`src/verilog/mode_regs_pkg.sv`:
```
// Constants for the identification, calibration and termination mode-register bank.
// Assumes mode addresses arrive as six-bit values from the command decoder.
package mode_regs_pkg;
   localparam logic [5:0] ADDR_MAKER = 6'h05;
   localparam logic [5:0] ADDR_REV_ONE = 6'h06;
   localparam logic [5:0] ADDR_REV_TWO = 6'h07;
   localparam logic [5:0] ADDR_GEOMETRY = 6'h08;
   localparam logic [5:0] ADDR_TEST = 6'h09;
   localparam logic [5:0] ADDR_CALIB = 6'h0a;
   localparam logic [5:0] ADDR_TERM = 6'h0b;
   localparam logic [5:0] ADDR_SETPOINT = 6'h0d;
   // Field positions
   localparam int TYPE_LSB = 0;
   localparam int DENSITY_LSB = 2;
   localparam int WIDTH_LSB = 6;
   localparam int CAL_RESET_BIT = 0;
   localparam int DQ_TERM_LSB = 0;
   localparam int CA_TERM_LSB = 4;
   localparam int SP_ACCESS_BIT = 6;
   localparam int SP_OPERATE_BIT = 7;
   // Codes and reset values
   localparam logic [1:0] TYPE_SIXTEEN_PREFETCH = 2'h0;
   localparam logic [3:0] DENSITY_16GB = 4'h4;
   localparam logic [1:0] WIDTH_X16 = 2'h0;
   localparam logic [2:0] TERM_DISABLED = 3'h0;
   localparam logic [2:0] TERM_RESERVED = 3'h7;
   localparam logic [7:0] TEST_DISABLED = 8'h00;
   localparam logic [7:0] READ_ZERO = 8'h00;
endpackage : mode_regs_pkg
```
`src/verilog/mode_regs.sv`:
```
// Mode-register bank: identification, configuration, test, calibration and termination.
// Assumes the command decoder delivers one-cycle write/read strobes on ref_clk_i with
// address and op byte; the set-point selects come in from the set-point register.
//
// Operation
// - Maker code register at 05h, read-only
// - First revision code at 06h, read-only
// - Second revision code at 07h, read-only
// - Type field reports sixteen-word prefetch
// - Density field encodes die size
// - Width field reports I/O width
// - Test register write-only, zero disables
// - Bit zero write triggers calibration default reset
// - Grounded reference pin ignores calibration commands
// - Resistor-tied pin allows calibration and reset
// - Termination register write-only, bits 7,3 reserved
// - Data-lane termination in bits two to zero
// - Command-bus termination in bits six to four
// - Writes reach set-point chosen by access select
// - Applied termination from operate select copy
// - Inactive copy ignored, freely rewritable
// - Access select is set-point register bit six
// - Operate select is set-point register bit seven
// - Read data on lines seven to zero
module mode_regs
   import mode_regs_pkg::*;
#(
   parameter logic [7:0] MAKER_CODE = 8'h5a,   // Arbitrary value
   parameter logic [7:0] REV_ONE = 8'h01,      // Arbitrary value
   parameter logic [7:0] REV_TWO = 8'h00,      // Arbitrary value
   parameter logic [3:0] DENSITY_CODE = DENSITY_16GB,
   parameter logic [1:0] WIDTH_CODE = WIDTH_X16
) (
   input wire logic ref_clk_i,
   input wire logic rst_b_i,
   input wire logic wr_stb_i,
   input wire logic rd_stb_i,
   input wire logic [5:0] addr_i,
   input wire logic [7:0] op_i,
   input wire logic setpoint_access_select_i,
   input wire logic setpoint_operate_select_i,
   input wire logic calib_pin_grounded_i,
   input wire logic zq_cal_cmd_i,
   output logic [7:0] rd_data_o,
   output logic rd_valid_o,
   output logic [2:0] data_lane_termination_o,
   output logic [2:0] command_bus_termination_o,
   output logic [7:0] test_mode_o,
   output logic calibration_default_reset_o,
   output logic calibration_start_o
);
   logic rst_s1_r;
   logic rst_s2_r;
   logic rst_b;
   logic grounded_s1_r;
   logic grounded_s2_r;
   logic [7:0] test_r;
   logic [2:0] dq_term_r [2];
   logic [2:0] ca_term_r [2];
   logic access_sp;
   logic operate_sp;
   logic wr_test;
   logic wr_calib;
   logic wr_term;
   logic [7:0] geometry;
   logic [7:0] rd_mux;

   // Address match, used by the write decode; the read select compares addr_i directly
   function automatic logic addr_is(
      input logic [5:0] a,
      input logic [5:0] target
   );
      return a == target;
   endfunction : addr_is

   always_ff @(posedge ref_clk_i or negedge rst_b_i) begin
      if (!rst_b_i) begin
         rst_s1_r <= 1'b0;
         rst_s2_r <= 1'b0;
      end else begin
         rst_s1_r <= 1'b1;
         rst_s2_r <= rst_s1_r;
      end
   end
   assign rst_b = rst_s2_r;

   // Pin strap, synchronised before use; resets to grounded so that no
   // calibration command slips through before the strap is known
   always_ff @(posedge ref_clk_i or negedge rst_b) begin
      if (!rst_b) begin
         grounded_s1_r <= 1'b1;
         grounded_s2_r <= 1'b1;
      end else begin
         grounded_s1_r <= calib_pin_grounded_i;
         grounded_s2_r <= grounded_s1_r;
      end
   end

   assign access_sp = setpoint_access_select_i;
   assign operate_sp = setpoint_operate_select_i;
   // Writes to 05h..08h decode to nothing, so the constants stay put
   assign wr_test = wr_stb_i && addr_is(addr_i, ADDR_TEST);
   assign wr_calib = wr_stb_i && addr_is(addr_i, ADDR_CALIB);
   assign wr_term = wr_stb_i && addr_is(addr_i, ADDR_TERM);
   assign geometry = {WIDTH_CODE, DENSITY_CODE, TYPE_SIXTEEN_PREFETCH};

   // Write-only registers read as zero
   assign rd_mux = (addr_i == ADDR_MAKER) ? MAKER_CODE :
                   (addr_i == ADDR_REV_ONE) ? REV_ONE :
                   (addr_i == ADDR_REV_TWO) ? REV_TWO :
                   (addr_i == ADDR_GEOMETRY) ? geometry : READ_ZERO;

   always_ff @(posedge ref_clk_i or negedge rst_b) begin
      if (!rst_b) begin
         test_r <= TEST_DISABLED;
      end else if (wr_test) begin
         test_r <= op_i;
      end
   end

   // Only the copy chosen by the access select is written; the other holds
   genvar sp;
   for (sp = 0; sp < 2; sp++) begin : g_setpoint
      always_ff @(posedge ref_clk_i or negedge rst_b) begin
         if (!rst_b) begin
            dq_term_r[sp] <= TERM_DISABLED;
            ca_term_r[sp] <= TERM_DISABLED;
         end else if (wr_term && (access_sp == 1'(sp))) begin
            dq_term_r[sp] <= op_i[DQ_TERM_LSB +: 3];
            ca_term_r[sp] <= op_i[CA_TERM_LSB +: 3];
         end
      end
   end

   always_ff @(posedge ref_clk_i or negedge rst_b) begin
      if (!rst_b) begin
         rd_data_o <= READ_ZERO;
         rd_valid_o <= 1'b0;
         data_lane_termination_o <= TERM_DISABLED;
         command_bus_termination_o <= TERM_DISABLED;
         test_mode_o <= TEST_DISABLED;
         calibration_default_reset_o <= 1'b0;
         calibration_start_o <= 1'b0;
      end else begin
         rd_data_o <= rd_stb_i ? rd_mux : READ_ZERO;
         rd_valid_o <= rd_stb_i;
         data_lane_termination_o <= dq_term_r[operate_sp];
         command_bus_termination_o <= ca_term_r[operate_sp];
         test_mode_o <= test_r;
         calibration_default_reset_o <= wr_calib && op_i[CAL_RESET_BIT];
         calibration_start_o <= zq_cal_cmd_i && !grounded_s2_r;
      end
   end
endmodule : mode_regs

```
`config.mk`:
```
export PLATFORM = sky130hd
export DESIGN_NAME = mode_regs
export DESIGN_NICKNAME = d
export VERILOG_FILES = /design/src/verilog/mode_regs_pkg.sv /design/src/verilog/mode_regs.sv
export SDC_FILE = /design/constraint.sdc
export NUM_CORES = 1
export LEC_CHECK = 0
export BUFFER_PORTS_ARGS = -buffer_cell sky130_fd_sc_hd__buf_2
export CAP_MARGIN = 20
export CORE_MARGIN = 3
export CORE_UTILIZATION = 45
export CTS_BUF_LIST = sky130_fd_sc_hd__clkbuf_8
export DETAILED_ROUTE_END_ITERATION = 8
export GPL_TIMING_DRIVEN = 0
export PLACE_DENSITY = 0.81
export SYNTH_ARGS = -nofsm -noshare
export SYNTH_HDL_FRONTEND = slang
export SYNTH_SLANG_ARGS = --single-unit
```
`constraint.sdc`:
```
create_clock -name ref_clk_i -period 1.5 [get_ports ref_clk_i]
set_input_delay 0.075 -clock ref_clk_i [delete_from_list [all_inputs] [get_ports ref_clk_i]]
set_output_delay 0.075 -clock ref_clk_i [all_outputs]
set_load 0.005 [all_outputs]
```
* Word-level counts from Yosys, hierarchy flattened
Index checks and enable logic that the tools add are counted.
** Storage, ports and cells
- Memories :: 0
- Input port bits :: 22
- Bits in writable memories :: 0
- Bits in read-only memories :: 0
- Output and inout port bits :: 25
- Logic and storage cells :: 45
- Bits in latches :: 0
- Flip-flop bits (word level) :: 48
** Cells by class
- Bitwise logic cells :: 2
- Divide/modulo/power cells :: 0
- Equality and inequality tests :: 7
- Multipliers :: 0
- Reductions and logical operators :: 8
- $lt $le $gt $ge :: 1
- Add/subtract/negate cells :: 0
- Multiplexer cells :: 11
- Shift-type cells :: 0
** Operator list (number)
- equality test 6 x 4 -> 1 bit, second input constant :: 4
- equality test 6 x 3 -> 1 bit, second input constant :: 3
- 2-to-1 mux 3 bit :: 6
- 2-to-1 mux 5 bit :: 3
- 2-to-1 mux 7 bit :: 2
- logical AND 1 bit :: 7
- greater-or-equal comparator 2 bit, second input constant :: 1
- inverter 1 -> 2 bit :: 1
- zero test 1 bit :: 1
- inverter 1 bit :: 1

* Longest topological paths before layout
Gate-level depths: netlist (run 1).
- Depth after elaboration :: 6
- Mapped depth :: 4
- Gate-level depth less buffers :: 3

* Least setup slack after synthesis (run 1)
No wires, ideal clock.
- Kind :: in2reg
- From :: input port addr_i[5]
- To :: register ca_term_r[0] (netlist bit)
- Arrival time :: 1.219 ns
- Library setup time :: 0.125 ns
- Data required time :: 1.375 ns
- Stages :: 4
- Path buffers :: 1
- Slack :: 0.156 ns
- Cell sequence :: or3b_4 or3_1 buf_2 mux2_2
** On the way
- Cells in the longest elaborated chain, start to end :: 3
** RTL lines
- from (decl) :: RTL line mode_regs.sv:38 : input wire logic [5:0] addr_i,
- equality test 6 x 4 -> 1 bit :: RTL line mode_regs.sv:73 : return a == target;
- logical AND 1 bit :: RTL line mode_regs.sv:104 : assign wr_term = wr_stb_i && addr_is(addr_i, ADDR_TERM);
- logical AND 1 bit :: RTL line mode_regs.sv:128 : end else if (wr_term && (access_sp == 1'(sp))) begin
- to (signal, indexed assignment) :: RTL line mode_regs.sv:130 : ca_term_r[sp] <= op_i[CA_TERM_LSB +: 3];
- to (decl) :: RTL line mode_regs.sv:59 : logic [2:0] ca_term_r [2];
No other way between the ends.
A chain may end at the register's enable or synchronous reset.

* Final worst setup path (run 1)
- From :: input port addr_i[5]
- To :: register dq_term_r[3] (netlist bit)
** On the way
- Cells in the longest elaborated chain, start to end :: 3
** RTL lines
- equality test 6 x 4 -> 1 bit :: RTL line mode_regs.sv:73
- logical AND 1 bit :: RTL line mode_regs.sv:104
- logical AND 1 bit :: RTL line mode_regs.sv:128
- to (signal, indexed assignment) :: RTL line mode_regs.sv:129 : dq_term_r[sp] <= op_i[DQ_TERM_LSB +: 3];
- to (decl) :: RTL line mode_regs.sv:58 : logic [2:0] dq_term_r [2];
No other way between the ends.

==> flow_metrics.tcl, run 1 <==
set metrics [dict create \
    status "finished, final reports clean" \
    wirelength_um 2778 \
    clk_latency_ps 290 \
    synthSimpleGateAreaFrac_pct 7.001 \
    synth.top_cell.area_share_pct 66.83 \
    crit_required_ps 1670 \
    rsz0062_at_grt "no" \
    nNetsFinal 173 \
    coreArea_um2 3203 \
    die-height_um 65.12 \
    first_global_vias 977 \
    path_clk_slew_ps 70 \
    hold_class "in -> reg" \
    synth_top_family_by_area "multiplexers" \
    portBuffers 42 \
    routed-via-count 938 \
    htreeDepth 2 \
    placedCellCount 185 \
    fill_cells 269 \
    synth_seq_cells 44 \
    clockBufferDepth 2 \
    drtPass1Iterations 4 \
    drc_errors 0 \
    synth.distinct_cells 22 \
    cp-end-kind "register" \
    gp_congestion 0.7218 \
    yosysSeqAreaShare_pct 70.17 \
    syn2layout_area_growth_pct 24.98 \
    timing.hold.ws_ps 13.54 \
    overflow 0 \
    mappedNetlistArea_um2 1573 \
    critPathMaxStageDelay_ps 470 \
    netlist_top_cells_area "dfrtp_1, mux2_2, dfstp_2, buf_4, nand3b_1" \
    drv_cap 0 \
    seqCellArea_um2 1105 \
    syn_area_per_cell_um2 16.21 \
    cp_slowest_cell "nor3_2" \
    relSlewSlack_pct 40.66 \
    synth_compound_area_share_pct 0.3182 \
    period_needed_ps 1321 \
    fin_cells 196 \
    fmax_ghz 0.7572 \
    ant_nets 0 \
    yosys.area_share.xor_xnor_pct 0 \
    floorplan.initialDensity_pct 49.10 \
    powerDensity_nw_per_um2 1123 \
    ir_worst_vdd_uv 611.2 \
    worstPathMaxFanout 6 \
    drive_gt1_share_pct 55.92 \
    die-area_um2 4241 \
    yosysWarnings 0 \
    root_buffer "clkbuf_8" \
    syn_inst 97 \
    start_kind "primary input" \
    finalHoldViolCount 0 \
    p_leak_uw 0.001056 \
    crit_type "in -> reg" \
    fin_skew_ps 2.918 \
    n_antenna_cell 0 \
    slew_violations 0 \
    finalSetupViolations 0 \
    synthAdderAreaFrac_pct 0 \
    first_iter_violations 40 \
    cp_data_arrival_time_ps 1500 \
    cts_buffers 5 \
    wl_per_cell_um 14.17 \
    cts.sinks 44 \
    crit_family "simple AND/OR/NAND/NOR gates" \
    grt_pass1_wl_um 4643 \
    row_count 20 \
    avgViaCountPerCell 4.786 \
    die_x_um 65.12 \
    yosysTopAreaCell "dfrtp_1" \
    worstMarginPinSlew_ps 890.1 \
    cts_setup_buffers 0 \
    cts_tree "yes" \
    multi_input_area_um2 431.7 \
    period_share_pct 88.04 \
    synth_mux_area_share_pct 18.62 \
    dpl.hpwl_um 1951 \
    path_buf_inv 1 \
    antenna_found_initial 0 \
    grt_max_degree 43 \
    path_cells "buf_2, or3b_4, nor3_2, mux2_2" \
    grt_usage_pct 14.99 \
    ioPinCount 47 \
]
==> synth_stat cells <==
library cell and count:
buf_2 1, nor2b_1 1, or3_1 1, nor3_2 1
nand2_1 1, clkbuf_1 1, buf_4 5, and3_1 1
nor4_1 1, dfstp_2 2, nand4b_1 1, o21ai_0 1
nand3b_1 2, nand2b_1 1, mux2_2 26, or3b_4 1
conb_1 2, dfrtp_1 42, nor4_2 1, nor3_1 2
nor3b_1 1, inv_1 2
==> kinds of logic (layout without fill, tap and decap cells) <==
kind of cell,Yosys count,in the layout
other,2,4
multiplexers,26,26
AO/OA/AOI/OAI,1,1
flip-flops,44,44
AND/OR/NAND/NOR,15,15
buffers and inverters,9,62
==> where the power goes <==
group | internal (µW) | total, µW | switching [µW]
Combinational | 120 | 195 | 75.0
Sequential | 1290 | 1350 | 57.8
Clock | 310 | 662 | 352
Total | 1720 | 2210 | 484
==> path summary, 6_finish.rpt <==
| kind | start | end | slack (ps) | cells after the start |
|---|---|---|---|---|
| worst max-delay path | addr_i[5] | dq_term_r[3]$_DFFE_PN0P_ | 180 | 4 |
| worst min-delay path | wr_stb_i | calibration_default_reset_o$_DFF_PN0_ | 10 | 3 |
| worst max register to register | rst_b$_DFF_PN0_ | test_mode_o[3]$_DFF_PN0_ | 540 | 0 |
| worst min register to register | rst_s1_r$_DFF_PN0_ | rst_b$_DFF_PN0_ | 350 | 0 |
| max in group asynchronous | rst_b$_DFF_PN0_ | test_mode_o[3]$_DFF_PN0_ | 540 | 0 |
| min in group asynchronous | rst_b_i | rst_s1_r$_DFF_PN0_ | 100 | 2 |
==> metal layers <==
metal | share of wire, % | global-route usage [%] | routed length, µm
met5 | 0 | 0 | 0
met4 | 0.90 | 3.886 | 25
met3 | 9.1 | 5.641 | 253
met2 | 48 | 25.16 | 1334
met1 | 42 | 18.28 | 1164
==> layout by cell type, fill, tap and decap left out, drive strengths merged <==
cell type / Yosys / final
buf: 6 / 48
dfrtp: 42 / 42
mux2: 26 / 26
clkbuf: 1 / 6
inv: 2 / 5
conb: 2 / 4
dlygate4sd3: 0 / 3
nor3: 3 / 3
nand3b: 2 / 2
dfstp: 2 / 2
nor4: 2 / 2
or3b: 1 / 1
nand2b: 1 / 1
o21ai: 1 / 1
and3: 1 / 1
nor3b: 1 / 1
nand2: 1 / 1
nor2b: 1 / 1
nand4b: 1 / 1
or3: 1 / 1
==> registers in the layout, summed over array words and instances, names as in the netlist <==
signal and cells:
test_mode_o 8, test_r 8, ca_term_r 6, dq_term_r 6, command_bus_termination_o 3, data_lane_termination_o 3
rd_data_o 3, calibration_default_reset_o 1, calibration_start_o 1, grounded_s1_r 1, grounded_s2_r 1, rd_valid_o 1
rst_b 1, rst_s1_r 1
==> metrics by stage <==
| stage | total power (µW) | util (%) | TNS [ps] | cell area (µm²) | setup WS [ps] |
|---|---|---|---|---|---|
| 5_1_grt | 2349 | 61.37 | 0 | 1966 | 109.9 |
| 4_1_cts | 2247 | 61.37 | 0 | 1966 | 155.0 |
| 3_5_place_dp | 1566 | 57.66 | -4612 | 1847 | -438.3 |
| 6_report | 2207 | 61.37 | 0 | 1966 | 179.4 |
| 3_3_place_gp | 1550 | 57.62 | -9969 | 1846 | -380.3 |
| 2_1_floorplan | 1455 | - | 0 | 1580 | 156.0 |
==> final cells by class <==
class | count | share of cell area (%)
repair buffers | 45 | 12.22
plain buffers | 7 | 2.355
multi-input cells | 46 | 21.96
flip-flops and latches | 44 | 56.21
inverters | 2 | 0.3819
well taps | 44 | 2.801
clock inverters | 3 | 0.5729
clock buffers | 5 | 3.501
==> repair_timing <==
item                                   CTS  global route
hold buffers                             3             0
endpoints found under the hold margin    4             0
setup endpoints to repair                8             0
gates resized for setup                  1             0
Power figures use the tool's default switching activity.
==> run 2, diff against run 1 <==
--- a/config.mk
+++ b/config.mk
@@ -12,7 +12,8 @@
 export CTS_BUF_LIST = sky130_fd_sc_hd__clkbuf_8
 export DETAILED_ROUTE_END_ITERATION = 8
 export GPL_TIMING_DRIVEN = 0
-export PLACE_DENSITY = 0.81
+export HOLD_SLACK_MARGIN = 0.03
+export PLACE_DENSITY = 0.84
 export SYNTH_ARGS = -nofsm -noshare
 export SYNTH_HDL_FRONTEND = slang
 export SYNTH_SLANG_ARGS = --single-unit
==> constraint.sdc (replaced) <==
create_clock -name ref_clk_i -period 1.1 [get_ports ref_clk_i]
set_input_delay 0.055 -clock ref_clk_i [delete_from_list [all_inputs] [get_ports ref_clk_i]]
set_output_delay 0.055 -clock ref_clk_i [all_outputs]
set_load 0.005 [all_outputs]
==> run 2 against run 1 <==
Compared with the run above: the flow now finishes with violations (negative setup slack); total power up 53%; worst setup slack got worse by 250 ps; die area is the same; register-to-register slack got worse by 350 ps; sequential share of layout area fell by 7.5 points; first-iteration DRC count is 60% higher; combinational power grew 87%; flip-flop and latch count unchanged; via count rose by 9.7%; clock power grew 77%; critical endpoint is now ca_term_r[0]$_DFFE_PN0P_.
==> flow_metrics.tcl, run 2 (same netlist as run 1, synthesis figures left out) <==
set metrics [dict create \
    period_needed_ps 1170 \
    rsz0062_at_grt "yes" \
    cts.sinks 44 \
    layout_commonest_cell "dfrtp_1" \
    die_x_um 65.12 \
    placedCellCount 185 \
    cts_buffers 5 \
    antenna_found_initial 0 \
    die-height_um 65.12 \
    crit_type "in -> reg" \
    portBuffers 42 \
    wl_per_cell_um 15.70 \
    period_share_pct 106.4 \
    grt_usage_pct 18.95 \
    total_power_uw 3380 \
    p_leak_uw 0.001199 \
    fin_ws_ps -70.19 \
    first_iter_violations 64 \
    cp_data_arrival_time_ps 1350 \
    final_util_pct 70.82 \
    cp-end-kind "register" \
    status "finished with violations" \
    grt_max_degree 43 \
    grt_pass1_wl_um 5913 \
    syn2layout_area_growth_pct 44.23 \
    fin_cells 216 \
    worstPathMaxFanout 6 \
    grtUsageMet3_pct 5.128 \
    ir_worst_vdd_uv 580.6 \
    violations "negative setup slack" \
    groute.layer.met2.usage_pct 32.06 \
    grt_most_used_layer "met2" \
    ioPinCount 47 \
    wirelength_um 3392 \
    finalHoldViolCount 0 \
    coreArea_um2 3203 \
    relSlewSlack_pct 43.37 \
    n_antenna_cell 0 \
    grtUsageMet1_pct 22.29 \
    powerDensity_nw_per_um2 1490 \
    die-area_um2 4241 \
    final_cell_mix "dfrtp_1, buf_2, mux2_2, dlygate4sd3_1, buf_4" \
    top_regs "test_mode_o: 8 flops, test_r: 8 flops" \
    clk_latency_ps 290 \
    first_global_vias 1164 \
    crit_required_ps 1280 \
    root_buffer "clkbuf_8" \
    fin_skew_ps 3.116 \
    drv_cap 0 \
    hold_class "in -> reg" \
    cts_tree "yes" \
    htreeDepth 2 \
    drtPass1Iterations 4 \
    dpl.hpwl_um 1956 \
    overflow 0 \
    start_kind "primary input" \
    clockBufferDepth 2 \
    drive_gt1_share_pct 55.81 \
    ant_nets 0 \
    floorplan.initialDensity_pct 49.10 \
    slew_violations 0 \
    nNetsFinal 193 \
    row_count 20 \
    avgViaCountPerCell 4.764 \
    drc_errors 0 \
    gp_congestion 0.6760 \
    finalSetupViolations 6 \
    path_clk_slew_ps 80 \
    routed-via-count 1029 \
    fmax_ghz 0.8546 \
    worstMarginPinSlew_ps 849.5 \
]
-- run 2: changes by cell type in the layout (fill, tap and decap cells not counted), moves of 2 or more --
cell           delta
buf_4             +6
mux2_4           +10
buf_6             +5
buf_8             +2
inv_1             -2
mux2_2           -10
dlygate4sd3_1    +12
buf_2             -5
-- run 2: worst max-delay path, cell delays in order --
cell and delay, ps:
buf_8 100, or3b_4 430, or3_4 450, mux2_4 320
-- run 2: area by class of cell --
cell class | instances | area (µm²)
Sequential cell | 44 | 1105
Fill cell | 210 | 934.6
Multi-Input combinational cell | 46 | 480.5
Timing Repair Buffer | 66 | 471.7
Clock buffer | 5 | 68.82
Tap cell | 44 | 55.05
Buffer | 6 | 41.29
Clock inverter | 3 | 38.79
Inverter | 2 | 7.507
-- run 2: layer usage --
layer / share of wire [%] / wire length (µm) / vias up
li1: - / - / 468
met5: 0 / 0 / -
met4: 2.9 / 97 / 0
met3: 5.3 / 181 / 12
met1: 39 / 1309 / 510
met2: 53 / 1803 / 39
-- run 2: report_power, final --
group | internal (µW) | switching, µW
registers | 1760 | 82.3
clock network | 664 | 507
logic | 239 | 125
total | 2670 | 715
-- run 2: metrics by stage --
step | hold slack [ps] | setup TNS [ps] | setup WS [ps] | instance area [µm²]
floorplan | -240.6 | -3787 | -222.4 | 1623
global placement | -160.0 | -9230 | -532.6 | 1888
detailed placement | -157.9 | -10140 | -614.1 | 1888
CTS | 50.99 | -381.8 | -88.02 | 2245
global route | 88.51 | -249.9 | -59.48 | 2268
finish | 72.60 | -303.7 | -70.19 | 2268
-- run 2: what timing repair did --
| action | CTS | global route |
|---|---|---|
| gates resized for setup | 14 | 3 |
| pin swaps | 3 | 3 |
| endpoints found under the setup margin | 20 | 20 |
| hold endpoints to repair | 24 | 0 |
| hold buffers | 15 | 0 |
| buffers inserted | 6 | 3 |
-- run 2: worst paths after layout --
check | slack (ps) | cells after the start | start | to
max | -70 | 4 | addr_i[5] | ca_term_r[0]$_DFFE_PN0P_
max reg2reg | 190 | 0 | rst_b$_DFF_PN0_ | test_mode_o[1]$_DFF_PN0_
min reg2reg | 370 | 0 | grounded_s1_r$_DFF_PN1_ | grounded_s2_r$_DFF_PN1_
min in group asynchronous | 80 | 2 | rst_b_i | rst_b$_DFF_PN0_
min | 70 | 3 | addr_i[2] | calibration_default_reset_o$_DFF_PN0_
max in group asynchronous | 190 | 0 | rst_b$_DFF_PN0_ | test_mode_o[1]$_DFF_PN0_
==> run 3, diff against run 2 <==
--- a/config.mk
+++ b/config.mk
@@ -7,7 +7,6 @@
 export LEC_CHECK = 0
 export BUFFER_PORTS_ARGS = -buffer_cell sky130_fd_sc_hd__buf_2
 export CAP_MARGIN = 20
-export CORE_MARGIN = 3
 export CORE_UTILIZATION = 45
 export CTS_BUF_LIST = sky130_fd_sc_hd__clkbuf_8
 export DETAILED_ROUTE_END_ITERATION = 8
==> run 3 against run 2 <==
Compared with the run above: the run still ends with negative setup slack left; first-iteration DRC count down 63%; worst setup slack worse by 23 ps; sequential share of layout area up 0.52 points; combinational power down 4%; via count down 5.7%; wire length down 16%; highest routed layer unchanged.
==> flow_metrics.tcl, run 3 (same netlist as run 1, synthesis figures left out) <==
set metrics [dict create \
    finalHoldViolCount 0 \
    drv_cap 0 \
    drive_gt1_share_pct 55.69 \
    slew_violations 0 \
    tns_ps -381.6 \
    cts_buffers 5 \
    clkPwrFrac_pct 34.7 \
    overflow 0 \
    dpl_worst_slack_ps -540.8 \
    final_util_pct 67.42 \
    routed-via-count 970 \
    first_iter_violations 24 \
    start_kind "primary input" \
    fmax_ghz 0.8380 \
    avgViaCountPerCell 4.554 \
    ioPinCount 47 \
    portBuffers 42 \
    p_sw_uw 703.1 \
    grt_max_degree 43 \
    n_antenna_cell 0 \
    groute.layer.met2.usage_pct 30.59 \
    cp_data_arrival_time_ps 1370 \
    wl_per_cell_um 13.37 \
    ant_nets 0 \
    violations "negative setup slack" \
    clockBufferDepth 2 \
    grtUsageMet1_pct 18.68 \
    p_leak_uw 0.001179 \
    cts_tree "yes" \
    status "finished with violations" \
    worstMarginPinSlew_ps 509.6 \
    nNetsFinal 188 \
    grt_most_used_layer "met2" \
    switching_share_pct 20.90 \
    htreeDepth 2 \
    crit_type "in -> reg" \
    total_power_uw 3364 \
    fin_ws_ps -93.30 \
    die-height_um 61.12 \
    drc_errors 0 \
    row_count 21 \
    die-area_um2 3736 \
    cts.sinks 44 \
    worstPathMaxFanout 6 \
    ir_worst_vdd_uv 654.4 \
    hold_class "in -> reg" \
    grtUsageMet3_pct 6.933 \
    period_needed_ps 1193 \
    final_cell_mix "dfrtp_1, buf_2, mux2_4, dlygate4sd3_1, mux2_2" \
    wirelength_um 2847 \
    combPwrFrac_pct 10.3 \
    crit_required_ps 1270 \
    root_buffer "clkbuf_8" \
    antenna_found_initial 0 \
    fill_cells 264 \
    period_share_pct 108.5 \
    seq_power_share_pct 54.9 \
    first_global_vias 992 \
    fin_cells 213 \
    cp-end-kind "register" \
    internal-power_uw 2661 \
    clk_latency_ps 290 \
    coreArea_um2 3337 \
    powerDensity_nw_per_um2 1495 \
    fin_skew_ps 9.735 \
    path_clk_slew_ps 80 \
    finalSetupViolations 6 \
    top_regs "test_mode_o: 8 flops, test_r: 8 flops" \
    layout_commonest_cell "dfrtp_1" \
    rsz0062_at_grt "yes" \
    syn2layout_area_growth_pct 43.04 \
    grt_pass1_wl_um 4450 \
    drtPass1Iterations 4 \
    placedCellCount 187 \
    gp_congestion 0.7018 \
    grt_usage_pct 17.43 \
    floorplan.initialDensity_pct 47.13 \
    relSlewSlack_pct 66.02 \
    die_x_um 61.12 \
    dpl.hpwl_um 1852 \
]
run 3: cell types whose count changed in the layout (fill, tap and decap cells not counted), sizes merged:
cell and delta:
dlygate4sd3 -3, buf -2
run 3: worst max-delay path: stages:
cell and delay, ps:
buf_8 90, or3b_4 410, or3_1 370, buf_6 150, mux2_4 290
run 3: stage by stage:
step	hold WS (ps)	cell area (µm²)
floorplan	-240.6	1623
global placement	-159.8	1891
detailed placement	-154.0	1891
CTS	30.17	2236
global route	34.13	2250
finish	38.53	2250
run 3: cell type report:
| class | count | area [µm²] | area share (%) |
|---|---|---|---|
| flip-flops and latches | 44 | 1107 | 49.22 |
| multi-input cells | 46 | 494.2 | 21.97 |
| repair buffers | 60 | 422.9 | 18.80 |
| clock buffers | 5 | 68.82 | 3.059 |
| well taps | 46 | 57.56 | 2.558 |
| plain buffers | 7 | 52.55 | 2.336 |
| clock inverters | 3 | 38.79 | 1.724 |
| inverters | 2 | 7.507 | 0.3337 |
run 3: per-layer routing:
| metal | wire length (µm) | vias to the layer above |
|---|---|---|
| met3 | 155 | 6 |
| li1 | - | 459 |
| met1 | 1118 | 471 |
| met2 | 1531 | 34 |
| met4 | 41 | 0 |
| met5 | 0 | - |
run 3: power by group through the flow:
stage / Combinational [µW] / Sequential (µW) / Clock, µW
after floorplan: 138 / 1870 / 0
after global placement: 268 / 1870 / 0
after detailed placement: 282 / 1880 / 0
after CTS: 348 / 1850 / 1200
after global routing: 382 / 1870 / 1260
final: 348 / 1850 / 1170
run 3: what timing repair did:
action / CTS / global route
pin swaps: 3 / 1
setup buffers: 5 / 1
gates resized for setup: 15 / 2
hold endpoints to repair: 17 / 0
setup endpoints to repair: 20 / 60
hold buffers: 12 / 0
run 3: final timing paths:
path	from	end	slack [ps]	depth (start not counted)
max	addr_i[4]	dq_term_r[1]$_DFFE_PN0P_	-90	5
min	op_i[1]	dq_term_r[4]$_DFFE_PN0P_	40	2
max reg2reg	test_r[2]$_DFFE_PN0P_	test_r[2]$_DFFE_PN0P_	300	1
min reg2reg	rst_b$_DFF_PN0_	test_mode_o[6]$_DFF_PN0_	300	0
min in group asynchronous	rst_b_i	rst_s1_r$_DFF_PN0_	80	2
max in group asynchronous	rst_b$_DFF_PN0_	grounded_s2_r$_DFF_PN1_	430	0
